**config.mk**
```make
export PLATFORM = sky130hd
export DESIGN_NAME = ectm_top
export DESIGN_NICKNAME = d
export VERILOG_FILES = /design/src/hw/ectm_pkg.sv /design/src/hw/ectm_edge.sv /design/src/hw/ectm_top.sv
export VERILOG_INCLUDE_DIRS = /design/src /design/src/hw
export SDC_FILE = /design/constraint.sdc
export NUM_CORES = 1
export LEC_CHECK = 0
export ABC_AREA = 1
export BUFFER_PORTS_ARGS = -buffer_cell sky130_fd_sc_hd__buf_4
export CAP_MARGIN = 20
export CORE_UTILIZATION = 40
export DETAILED_ROUTE_END_ITERATION = 8
export PLACE_DENSITY = 0.55
export RECOVER_POWER = 50
export SYNTH_ARGS = -nofsm -noshare
export SYNTH_HDL_FRONTEND = slang
export SYNTH_SLANG_ARGS = --single-unit
```
**constraint.sdc**
```tcl
create_clock -name sys_clk -period 1.5 [get_ports sys_clk]
set_clock_uncertainty 0.1 [all_clocks]
set_input_delay 0 -clock sys_clk [delete_from_list [all_inputs] [get_ports sys_clk]]
set_output_delay 0 -clock sys_clk [all_outputs]
set_load 0.005 [all_outputs]
```
**src/hw/ectm_map.svh**
```systemverilog
`ifndef ECTM_MAP_SVH
`define ECTM_MAP_SVH
// Register addresses
`define ECTM_A_CTL0 4'h0
`define ECTM_A_CTL1 4'h1
`define ECTM_A_CNTH 4'h2
`define ECTM_A_CNTL 4'h3
`define ECTM_A_RLDH 4'h4
`define ECTM_A_RLDL 4'h5
`define ECTM_A_CAPH 4'h6
`define ECTM_A_CAPL 4'h7
`define ECTM_A_STAT 4'h8
`define ECTM_A_MASK 4'h9
// Control 0 fields: enable, polarity, mode[1:0], prescale[2:0]
`define ECTM_B_EN 7
`define ECTM_B_POL 6
`define ECTM_B_MODE_HI 5
`define ECTM_B_MODE_LO 4
`define ECTM_B_PRE_HI 2
`define ECTM_B_PRE_LO 0
// Control 1 fields: output enable, interrupt source select
`define ECTM_B_OE 7
`define ECTM_B_ISRC_HI 1
`define ECTM_B_ISRC_LO 0
// Status bits
`define ECTM_B_ST_RLD 0
`define ECTM_B_ST_CAP 1
// Reset and restart values
`define ECTM_RESTART 16'h0001
`define ECTM_CNT_RST 16'h0001
`define ECTM_RLD_RST 16'hFFFF
`define ECTM_CTL_RST 8'h00
`define ECTM_ZERO8 8'h00
`endif

```
**src/hw/ectm_pkg.sv**
```systemverilog
package ectm_pkg;
   typedef enum logic [1:0] {
      ECTM_MODE_EVENT = 2'h0,
      ECTM_MODE_COMP = 2'h1,
      ECTM_MODE_CAPCMP = 2'h2,
      ECTM_MODE_RSVD = 2'h3
   } ectm_mode_t;
   typedef enum logic [1:0] {
      ECTM_ISRC_BOTH = 2'h0,
      ECTM_ISRC_CAP = 2'h1,
      ECTM_ISRC_RLD = 2'h2,
      ECTM_ISRC_BOTH2 = 2'h3
   } ectm_isrc_t;
   typedef enum logic [2:0] {
      ECTM_ST_IDLE = 3'h1,
      ECTM_ST_ARM = 3'h2,
      ECTM_ST_RUN = 3'h4
   } ectm_state_t;
endpackage

```
**src/hw/ectm_edge.sv**
```systemverilog
`timescale 1ns/1ps
`include "ectm_map.svh"
// Two-stage synchroniser and single edge detector
module ectm_edge import ectm_pkg::*; (
   input wire logic sys_clk,
   input wire logic sys_rst,
   input wire logic async_in,
   input wire logic falling_sel,
   output logic edge_pulse
);
   logic [2:0] sync_q;
   logic [2:0] sync_d;
   logic edge_d;
   logic edge_q;

   // Shift chain; stage 2 holds the prior synchronised sample
   always_comb begin
      sync_d = {sync_q[1:0], async_in};
      edge_d = falling_sel ? (sync_q[2] & ~sync_q[1]) : (~sync_q[2] & sync_q[1]);
   end

   always_ff @(posedge sys_clk) begin
      if (sys_rst) begin
         sync_q <= 3'h0;
         edge_q <= 1'b0;
      end else begin
         sync_q <= sync_d;
         edge_q <= edge_d;
      end
   end

   assign edge_pulse = edge_q;
endmodule

```
**src/hw/ectm_top.sv**
```systemverilog
`timescale 1ns/1ps
`include "ectm_map.svh"
module ectm_top import ectm_pkg::*; (
   input wire logic sys_clk,
   input wire logic sys_rst,
   input wire logic [3:0] reg_addr,
   input wire logic [7:0] reg_wdata,
   input wire logic reg_wr,
   input wire logic reg_rd,
   output logic [7:0] reg_rdata,
   input wire logic timer_in,
   input wire logic comp_in,
   output logic timer_out,
   output logic timer_out_n,
   output logic irq
);
   ////////////////////////////////////////////////////////////////////////////////
   // State and next values
   logic [7:0] ctl0_q, ctl0_d;
   logic [7:0] ctl1_q, ctl1_d;
   logic [15:0] cnt_q, cnt_d;
   logic [15:0] rld_q, rld_d;
   logic [15:0] cap_q, cap_d;
   logic [1:0] stat_q, stat_d;
   logic [1:0] mask_q, mask_d;
   logic [7:0] pre_q, pre_d;
   logic tout_q, tout_d;
   logic toutn_q, toutn_d;
   logic irq_q, irq_d;
   logic [7:0] rdata_q, rdata_d;
   ectm_state_t st_q, st_d;
   logic pin_edge;
   logic cmp_edge;
   logic src_edge;
   logic tick;
   logic pre_end;
   logic reload;
   logic capture;
   logic rld_ev;
   logic cap_ev;
   ectm_mode_t mode;
   ectm_isrc_t isrc;
   logic en;
   logic pol;

   ////////////////////////////////////////////////////////////////////////////////
   // Prescale length of 1 to 128 clocks from the three-bit code
   function automatic logic [7:0] pre_last(input logic [2:0] code);
      pre_last = 8'(({7'h00, 1'b1} << code) - 8'h01);
   endfunction

   // Register address match
   function automatic logic hit(input logic [3:0] a, input logic [3:0] ref_a);
      hit = (a == ref_a);
   endfunction

   ////////////////////////////////////////////////////////////////////////////////
   // Edge detectors for the pin and the comparator
   ectm_edge u_pin_edge (
      .sys_clk(sys_clk),
      .sys_rst(sys_rst),
      .async_in(timer_in),
      .falling_sel(pol),
      .edge_pulse(pin_edge)
   );

   ectm_edge u_cmp_edge (
      .sys_clk(sys_clk),
      .sys_rst(sys_rst),
      .async_in(comp_in),
      .falling_sel(pol),
      .edge_pulse(cmp_edge)
   );

   ////////////////////////////////////////////////////////////////////////////////
   // Decoded control fields
   assign en = ctl0_q[`ECTM_B_EN];
   assign pol = ctl0_q[`ECTM_B_POL];
   assign mode = ectm_mode_t'(ctl0_q[`ECTM_B_MODE_HI:`ECTM_B_MODE_LO]);
   assign isrc = ectm_isrc_t'(ctl1_q[`ECTM_B_ISRC_HI:`ECTM_B_ISRC_LO]);
   assign src_edge = (mode == ECTM_MODE_COMP) ? cmp_edge : pin_edge;
   // Last clock of the prescale period
   assign pre_end = (pre_q == pre_last(ctl0_q[`ECTM_B_PRE_HI:`ECTM_B_PRE_LO]));

   // Count source: raw edge in counting modes, prescale tick in capture/compare
   always_comb begin
      tick = 1'b0;
      capture = 1'b0;
      case (mode)
         ECTM_MODE_EVENT: tick = src_edge;
         ECTM_MODE_COMP: tick = src_edge;
         ECTM_MODE_CAPCMP: begin
            tick = (st_q == ECTM_ST_RUN) && pre_end;
            capture = (st_q == ECTM_ST_RUN) && pin_edge;
         end
         default: tick = 1'b0;
      endcase
   end

   assign reload = tick && (cnt_q == rld_q);
   assign rld_ev = en && reload;
   assign cap_ev = en && capture;

   ////////////////////////////////////////////////////////////////////////////////
   // Run state: capture/compare waits for first input edge
   always_comb begin
      st_d = st_q;
      case (st_q)
         ECTM_ST_IDLE: begin
            if (en) begin
               st_d = (mode == ECTM_MODE_CAPCMP) ? ECTM_ST_ARM : ECTM_ST_RUN;
            end
         end
         ECTM_ST_ARM: begin
            if (!en) begin
               st_d = ECTM_ST_IDLE;
            end else if (pin_edge) begin
               st_d = ECTM_ST_RUN;
            end
         end
         ECTM_ST_RUN: begin
            if (!en) begin
               st_d = ECTM_ST_IDLE;
            end
         end
         default: st_d = ECTM_ST_IDLE;
      endcase
   end

   ////////////////////////////////////////////////////////////////////////////////
   // Counter, prescaler, capture and timer output
   always_comb begin
      cnt_d = cnt_q;
      pre_d = pre_q;
      cap_d = cap_q;
      tout_d = tout_q;
      if (!en) begin
         pre_d = `ECTM_ZERO8;
         tout_d = pol;
      end else begin
         if (mode == ECTM_MODE_CAPCMP && st_q == ECTM_ST_RUN) begin
            pre_d = pre_end ? `ECTM_ZERO8 : 8'(pre_q + 8'h01);
         end
         if (reload) begin
            cnt_d = `ECTM_RESTART;
            if (ctl1_q[`ECTM_B_OE]) begin
               tout_d = ~tout_q;
            end
         end else if (tick) begin
            cnt_d = 16'(cnt_q + 16'h0001);
         end
         if (capture) begin
            cap_d = cnt_q;
         end
      end
      // Software writes to the count bytes land last
      if (reg_wr && hit(reg_addr, `ECTM_A_CNTH)) begin
         cnt_d = {reg_wdata, cnt_d[7:0]};
      end else if (reg_wr && hit(reg_addr, `ECTM_A_CNTL)) begin
         cnt_d = {cnt_d[15:8], reg_wdata};
      end
      toutn_d = ~tout_d;
   end

   ////////////////////////////////////////////////////////////////////////////////
   // Control registers, status with write-one-to-clear, set wins
   always_comb begin
      ctl0_d = ctl0_q;
      ctl1_d = ctl1_q;
      rld_d = rld_q;
      mask_d = mask_q;
      stat_d = stat_q;
      if (reg_wr) begin
         if (hit(reg_addr, `ECTM_A_CTL0)) begin
            ctl0_d = reg_wdata;
         end else if (hit(reg_addr, `ECTM_A_CTL1)) begin
            ctl1_d = reg_wdata;
         end else if (hit(reg_addr, `ECTM_A_RLDH)) begin
            rld_d = {reg_wdata, rld_q[7:0]};
         end else if (hit(reg_addr, `ECTM_A_RLDL)) begin
            rld_d = {rld_q[15:8], reg_wdata};
         end else if (hit(reg_addr, `ECTM_A_STAT)) begin
            stat_d = stat_q & ~reg_wdata[1:0];
         end else if (hit(reg_addr, `ECTM_A_MASK)) begin
            mask_d = reg_wdata[1:0];
         end
      end
      // Capture/compare source selection narrows which events interrupt
      if (rld_ev && (mode != ECTM_MODE_CAPCMP || isrc != ECTM_ISRC_CAP)) begin
         stat_d[`ECTM_B_ST_RLD] = 1'b1;
      end
      if (cap_ev && isrc != ECTM_ISRC_RLD) begin
         stat_d[`ECTM_B_ST_CAP] = 1'b1;
      end
      irq_d = |(stat_d & mask_d);
   end

   ////////////////////////////////////////////////////////////////////////////////
   // Read mux, data one cycle after the strobe
   always_comb begin
      rdata_d = `ECTM_ZERO8;
      if (reg_rd) begin
         if (hit(reg_addr, `ECTM_A_CTL0)) begin
            rdata_d = ctl0_q;
         end else if (hit(reg_addr, `ECTM_A_CTL1)) begin
            rdata_d = ctl1_q;
         end else if (hit(reg_addr, `ECTM_A_CNTH)) begin
            rdata_d = cnt_q[15:8];
         end else if (hit(reg_addr, `ECTM_A_CNTL)) begin
            rdata_d = cnt_q[7:0];
         end else if (hit(reg_addr, `ECTM_A_RLDH)) begin
            rdata_d = rld_q[15:8];
         end else if (hit(reg_addr, `ECTM_A_RLDL)) begin
            rdata_d = rld_q[7:0];
         end else if (hit(reg_addr, `ECTM_A_CAPH)) begin
            rdata_d = cap_q[15:8];
         end else if (hit(reg_addr, `ECTM_A_CAPL)) begin
            rdata_d = cap_q[7:0];
         end else if (hit(reg_addr, `ECTM_A_STAT)) begin
            rdata_d = {6'h00, stat_q};
         end else if (hit(reg_addr, `ECTM_A_MASK)) begin
            rdata_d = {6'h00, mask_q};
         end
      end
   end

   ////////////////////////////////////////////////////////////////////////////////
   // All state registers
   always_ff @(posedge sys_clk) begin
      if (sys_rst) begin
         ctl0_q <= `ECTM_CTL_RST;
         ctl1_q <= `ECTM_CTL_RST;
         cnt_q <= `ECTM_CNT_RST;
         rld_q <= `ECTM_RLD_RST;
         cap_q <= 16'h0000;
         stat_q <= 2'h0;
         mask_q <= 2'h0;
         pre_q <= `ECTM_ZERO8;
         tout_q <= 1'b0;
         toutn_q <= 1'b1;
         irq_q <= 1'b0;
         rdata_q <= `ECTM_ZERO8;
         st_q <= ECTM_ST_IDLE;
      end else begin
         ctl0_q <= ctl0_d;
         ctl1_q <= ctl1_d;
         cnt_q <= cnt_d;
         rld_q <= rld_d;
         cap_q <= cap_d;
         stat_q <= stat_d;
         mask_q <= mask_d;
         pre_q <= pre_d;
         tout_q <= tout_d;
         toutn_q <= toutn_d;
         irq_q <= irq_d;
         rdata_q <= rdata_d;
         st_q <= st_d;
      end
   end

   assign reg_rdata = rdata_q;
   assign timer_out = tout_q;
   assign timer_out_n = toutn_q;
   assign irq = irq_q;
endmodule

```
==> flow_metrics.py, run 1 <==
metrics = {
    "worst_setup_path": {
        "critPathRequiredTime_ns": 1.64,
        "path_buf_inv": 2,
        "critical-path-slowest-cell": "dfxtp_4",
        "path_cells": "buf_6 -> nand2_2 -> nand2_1 -> nor2_1 -> nand2_1 -> nor2_2 -> nand3_2 -> nand2_4 -> nand3_2 -> nand2_1 -> inv_1 -> nand3_1 -> a21oi_1",
        "path_common_cell": "nand2_1",
        "cp.arrival_ns": 2.00,
        "startpoint": "ctl0_q[2]",
        "startpoint_type": "flop",
        "reg2reg_slack_ns": -0.36,
        "crit_type": "flop to flop",
        "crit_path_max_fanout": 6,
        "r2r_end": "cnt_q[5]",
        "critPathMaxStageDelay_ns": 0.39,
        "timing.rr.start": "ctl0_q[2]",
        "crit_family": "simple AND/OR/NAND/NOR gates",
        "crit_path_end_kind": "flop",
        "r2r.worst_path.cells": 13,
    },
    "clock_tree": {
        "clockRootBuffer": "clkbuf_16",
        "clkTransAtPathRegs_ns": 0.08,
        "cts_buffers": 9,
        "htreeDepth": 3,
        "clockBufferDepth": 2,
        "cts_tree": "done",
        "clock_latency_ns": 0.36,
        "cts.sinks": 98,
    },
    "synth": {
        "syn_area_per_cell_sq_um": 6.81,
        "syn_area_sq_um": 4880,
        "ys_types": 37,
        "synth-seq-area-share": 0.402,
        "synth_edf_count": 0,
        "synth.top_cell.area_share": 0.402,
        "syn-instance-count": 717,
        "synthArstFlopShare": 0,
        "syn_nets": 737,
        "ys_warn_count": 0,
        "yosys-top-cells-area": "dfxtp_1 (40%), nand2_1 (13%), inv_1 (7.5%), a21oi_1 (6.7%), nor2_1 (5.5%)",
        "synth_ff_type": "dfxtp_1",
        "yosys_register_bits": 98,
        "synth_area_leader_cell": "dfxtp_1",
    },
    "global_routing": {
        "grt_use_total": 0.264,
        "antenna_found_initial": 0,
        "grt_pass1_vias": 5178,
        "grt_pass1_wl_um": 25800,
        "grt.overflow.total": 0,
        "grt_start_max_net_pins": 41,
    },
    "timing": {
        "setup_viol": 44,
        "final-hold-violation-count": 3,
        "min_period_ns": 1.86,
        "rsz0062_at_grt": "yes",
        "final.setup.worst_slack_ns": -0.364,
        "slew_violations": 0,
        "timing.fmax_ghz": 0.536,
        "finalSetupTns_ns": -8.13,
        "fin_crit_sh": 1.24,
        "max_slew.worst_pin.slew_ns": 0.710,
        "whs_ns": -0.00685,
        "slew_headroom": 0.525,
    },
    "drt": {
        "drt_pass1_iterations": 6,
        "wl_per_cell_um": 15.4,
        "finalWirelength_um": 15900,
        "vias_per_cell": 5.13,
        "drt-initial-drc-count": 340,
        "vias": 5296,
        "post-route-drc-count": 0,
        "ant_nets": 0,
    },
    "power": {
        "clkPwrFrac": 0.411,
        "netSwitchingPower_mw": 1.48,
        "p_per_area_nw_per_um2": 779,
        "intPower_mw": 4.04,
        "switching_share": 0.269,
        "ir_drop_v": 0.000582,
        "comb_power_share": 0.103,
        "power_frac_seq": 0.486,
        "p_leak_nw": 3.16,
    },
    "worst_hold_path": {
        "hold_path.class": "input port to flop",
        "min_from": "reg_wr",
        "whs_endpoint": "ctl1_q[2]",
        "min_path_cells": 4,
    },
    "die": {
        "start_util": 0.419,
        "chipWidth_um": 113,
        "die_y_um": 113,
        "dieArea_sq_um": 12700,
        "io_pins": 29,
        "rows": 39,
        "coreArea_sq_um": 11700,
    },
    "flow_run": {
        "cap_violations": 0,
    },
    "finish": {
        "nFillCells": 1088,
        "antennaDiodeCount": 0,
        "nets": 904,
        "fin_area_sq_um": 7090,
        "drive_gt1_frac": 0.318,
        "multi_input_area_sq_um": 2780,
        "synthToLayoutAreaGrowth_pct": 45.2,
        "seq_area_sq_um": 1990,
    },
    "placement": {
        "port_buffers": 28,
        "hpwl_um": 11300,
        "place_area_sq_um": 6170,
        "gp_congestion": 0.900,
    },
    "status": {
        "status": "finished, violations left",
        "violations": "hold timing, setup timing",
    },
}
[stage by stage]
| step | power [mW] | worst slack [ns] | std cells | utilization |
|---|---|---|---|---|
| global route | 5.75 | -0.514 | 1032 | 0.608 |
| finish | 5.53 | -0.364 | 1032 | 0.608 |
| detailed placement | 3.24 | -0.523 | 981 | 0.529 |
| floorplan | 2.99 | -0.136 | 717 | - |
| global placement | 3.23 | -0.461 | 981 | 0.529 |
| CTS | 5.55 | -0.343 | 1028 | 0.597 |
[synthesized netlist by cell type (3+ instances only)]
library cell	instances
a31oi_1	5
nor2_2	7
o21ai_1	3
nand4_1	16
nand2_2	3
clkbuf_1	13
inv_2	3
xnor2_1	7
o21ai_0	51
nor3_1	7
o2111ai_1	8
o211ai_1	11
buf_2	4
nor2_1	71
o22ai_1	5
nor3_2	5
nand2_1	170
inv_1	98
a21oi_1	65
xor2_1	10
dfxtp_1	98
nand3_1	36
[logic make-up (layout without fill, tap and decap cells)]
group | after synthesis | in the layout | synth area share
flip-flops | 98 | 98 | 0.402
AO/OA/AOI/OAI | 152 | 152 | 0.172
XOR/XNOR | 17 | 17 | 0.0305
AND/OR/NAND/NOR | 326 | 326 | 0.294
buffers and inverters | 122 | 294 | 0.0963
adder cells (fa/ha/maj) | 2 | 2 | 0.00512
[power by group through the flow]
| stage | registers, mW | logic [mW] | clock network (mW) |
|---|---|---|---|
| global placement | 2.74 | 0.492 | 0 |
| CTS | 2.68 | 0.548 | 2.32 |
| floorplan | 2.74 | 0.248 | 0 |
| global route | 2.69 | 0.620 | 2.44 |
| finish | 2.69 | 0.567 | 2.27 |
| detailed placement | 2.74 | 0.500 | 0 |
[layout make-up]
class                   count  area share
multi-input cells         497       0.392
flip-flops and latches     98       0.280
repair buffers            176       0.208
inverters                 102      0.0547
clock buffers               9      0.0318
well taps                 143      0.0252
clock inverters             7     0.00829
[worst min-delay path: cells and delay by family]
family                 cells  cell delay (ns)
AOI/OAI and AO/OA          1             0.05
buffers and inverters      1             0.11
and+or+nand+nor            2             0.25
[worst max path at each step]
stage | endpoint | slack, ns | cells after the start
floorplan | cnt_q[14] | -0.14 | 15
global placement | cnt_q[12] | -0.46 | 14
detailed placement | cnt_q[5] | -0.52 | 11
CTS | cnt_q[12] | -0.34 | 14
global route | cnt_q[5] | -0.51 | 13
finish | cnt_q[5] | -0.36 | 13
[routing by layer]
metal,part of all wire,vias to the layer above,track usage
met4,0.038,0,0.145
met1,0.45,2429,0.337
met3,0.055,39,0.0454
li1,-,2672,-
met5,0,-,0
met2,0.46,156,0.425
[placed cells by master, fill, tap and decap left out, types with 3 or more instances in the layout]
cell type,instances
nand2_2,8
nand3_2,4
dfxtp_1,87
nand2_1,161
a31oi_1,5
inv_6,4
o21ai_1,5
clkbuf_16,9
o2111ai_1,8
dlygate4sd3_1,14
buf_12,3
nor2_1,56
nor2_4,7
clkbuf_4,12
dfxtp_4,4
nand4_1,16
o211ai_1,11
nor2_2,15
o22ai_1,5
buf_6,7
a21oi_2,10
a21oi_1,56
xor2_1,10
dfxtp_2,7
nand3_1,32
inv_2,8
o21ai_0,30
xnor2_1,7
buf_4,135
nor3_4,4
o21ai_2,18
nor3_2,5
nor3_1,4
nand2_4,5
inv_1,91
[registers in the layout, indices dropped and copies added (netlist names)]
signal and count:
irq 1, pre_q 8, stat_q 2, timer_out_n 1, rld_q 16, cap_q 16
u_pin_edge.sync_q 3, st_q 3, u_pin_edge.edge_pulse 1, reg_rdata 8, timer_out 1, ctl0_q 8
cnt_q 16, u_cmp_edge.sync_q 3, u_cmp_edge.edge_pulse 1, ctl1_q 8, mask_q 2
[timing repair]
action                                  CTS  global route
pin swaps                                10            13
resized for setup                        79            40
buffers inserted                         15             6
gates cloned                              2             0
hold endpoints to repair                 56             0
endpoints found under the setup margin   45            54
hold buffers                             14             0
(Power assumes the default switching activity.)
==> run 2, diff against run 1 <==
--- a/config.mk
+++ b/config.mk
@@ -11,6 +11,7 @@
 export CAP_MARGIN = 20
 export CORE_UTILIZATION = 40
 export DETAILED_ROUTE_END_ITERATION = 8
+export MAX_ROUTING_LAYER = met4
 export PLACE_DENSITY = 0.55
 export RECOVER_POWER = 50
 export SYNTH_ARGS = -nofsm -noshare
==> run 2 against run 1 <==
Compared with the run above: the run ends with setup timing left; total power increased by 0.80%; flip-flop and latch count is the same; sequential power barely moved; critical path depth up 1; wire length up 0.97%; register-to-register slack about the same; via count decreased by 1.8%; highest routed layer unchanged; largest power group unchanged; maximum frequency is 0.78% higher; core utilization increased by 0.75 points; count of clock-buffer cells in the layout unchanged; hold slack gained 0.023 ns.
==> flow_metrics.py, run 2 (synthesis results as in run 1) <==
metrics = {
    "timing": {
        "final-hold-violation-count": 0,
        "rsz0062_at_grt": "yes",
        "max_slew.worst_pin.slew_ns": 0.745,
        "slew_violations": 0,
        "slew_headroom": 0.502,
        "setup_viol": 45,
        "final.setup.worst_slack_ns": -0.350,
        "finalSetupTns_ns": -8.31,
        "min_period_ns": 1.85,
        "fin_crit_sh": 1.23,
        "timing.fmax_ghz": 0.541,
    },
    "clock_tree": {
        "cts.sinks": 98,
        "cts_tree": "done",
        "clockBufferDepth": 2,
        "clock_latency_ns": 0.36,
        "cts_buffers": 9,
        "clockRootBuffer": "clkbuf_16",
        "clkTransAtPathRegs_ns": 0.08,
        "htreeDepth": 3,
    },
    "status": {
        "violations": "setup timing",
        "status": "finished, violations left",
    },
    "global_routing": {
        "grt_pass1_vias": 5108,
        "grt_start_max_net_pins": 26,
        "busiest_layer": "met2",
        "gr-usage-met1": 0.338,
        "grt_pass1_wl_um": 25900,
        "use_met3": 0.0572,
        "grt_use_total": 0.275,
        "antenna_found_initial": 0,
        "gr-usage-met2": 0.453,
        "grt.overflow.total": 0,
    },
    "finish": {
        "multi_input_area_sq_um": 2870,
        "synthToLayoutAreaGrowth_pct": 47.0,
        "drive_gt1_frac": 0.325,
        "layout_commonest_cell": "nand2_1",
        "reg_top3": "cap_q x16, cnt_q x16, rld_q x16",
        "final_cell_mix": "nand2_1 (159), buf_4 (125), inv_1 (90), dfxtp_1 (85), nor2_1 (60)",
        "seq_area_sq_um": 1990,
        "antennaDiodeCount": 0,
        "nFillCells": 1039,
        "utilization": 0.616,
        "nets": 901,
    },
    "worst_setup_path": {
        "crit_path_max_fanout": 9,
        "path_common_cell": "nand2_1",
        "cp.arrival_ns": 2.01,
        "critPathRequiredTime_ns": 1.66,
        "startpoint": "ctl0_q[2]",
        "timing.rr.start": "ctl0_q[2]",
        "r2r.worst_path.cells": 14,
        "critical-path-slowest-cell": "dfxtp_4",
        "crit_type": "flop to flop",
        "critPathMaxStageDelay_ns": 0.43,
        "startpoint_type": "flop",
        "crit_path_end_kind": "flop",
        "path_cells": "inv_2 -> nand2_1 -> nand2_1 -> nand2_1 -> nand2_1 -> nor2_1 -> nand3_2 -> nand2_4 -> buf_4 -> nand2_4 -> o21ai_1 -> nand3_1 -> o21ai_2 -> inv_1",
    },
    "drt": {
        "drt_pass1_iterations": 5,
        "finalWirelength_um": 16000,
        "wl_per_cell_um": 15.6,
        "post-route-drc-count": 0,
        "vias_per_cell": 5.05,
        "drt-initial-drc-count": 370,
        "ant_nets": 0,
        "vias": 5199,
    },
    "die": {
        "coreArea_sq_um": 11700,
        "start_util": 0.419,
        "die_y_um": 113,
        "chipWidth_um": 113,
        "io_pins": 29,
        "rows": 39,
        "dieArea_sq_um": 12700,
    },
    "worst_hold_path": {
        "min_path_cells": 3,
        "hold_path.class": "input port to flop",
        "min_from": "reg_wr",
    },
    "placement": {
        "dp_slack_ns": -0.512,
        "port_buffers": 28,
        "hpwl_um": 11400,
        "gp_congestion": 0.892,
    },
    "power": {
        "p_leak_nw": 3.19,
        "ir_drop_v": 0.000853,
        "p_per_area_nw_per_um2": 776,
    },
    "flow_run": {
        "cap_violations": 0,
    },
}
==> run 2: changes by cell type in the layout (fill, tap and decap cells not counted), sizes merged <==
cell,change
buf,-7
clkbuf,+4
clkinv,+2
clkinvlp,-2
==> run 2: cell type report <==
class                      instances  area share
clock buffer                       9      0.0314
clock inverter                     7     0.00959
inverter                         102      0.0544
multi-input combinational        497       0.399
sequential                        98       0.277
tap                              143      0.0249
timing repair buffer             173       0.204
==> run 2: metal layers <==
metal | vias to the layer above | part of all wire
li1 | 2680 | -
met2 | 126 | 0.47
met5 | - | 0
met1 | 2368 | 0.46
met3 | 25 | 0.050
met4 | 0 | 0.023
==> run 2: what timing repair did <==
action / 4_1_cts / 5_1_grt
gates resized for setup: 88 / 48
setup endpoints to repair: 45 / 59
cloned: 3 / 0
hold endpoints to repair: 55 / 0
pin swaps: 26 / 8
hold buffers: 14 / 0
buffers inserted: 12 / 6
==> run 2: where the power goes <==
group / switching (mW) / internal (mW)
logic: 0.326 / 0.247
clock network: 1.15 / 1.17
registers: 0.0359 / 2.65
total: 1.51 / 4.06
==> run 2: final timing paths <==
| kind | end | slack (ns) |
|---|---|---|
| setup / recovery | timer_out | -0.35 |
| hold / removal | ctl1_q[7] | 0.02 |
| setup reg to reg | timer_out | -0.35 |
| hold reg to reg | u_pin_edge.sync_q[1] | 0.31 |
==> run 2: worst max-delay path: cells and delay by family, from the launching register on <==
kind / cells / cell delay, ns
simple gates: 9 / 0.76
flops: 1 / 0.43
buf+inv: 3 / 0.26
compound gates: 2 / 0.21
==> run 2: metrics by stage <==
| step | std cells | cell area [sq um] | total power, mW | hold slack, ns |
|---|---|---|---|---|
| floorplan | 717 | 4970 | 2.99 | 0.00697 |
| global placement | 983 | 6160 | 3.24 | 0.102 |
| detailed placement | 983 | 6160 | 3.25 | 0.110 |
| CTS | 1028 | 7020 | 5.58 | 0.0108 |
| global route | 1029 | 7180 | 5.76 | 0.0345 |
| finish | 1029 | 7180 | 5.57 | 0.0162 |
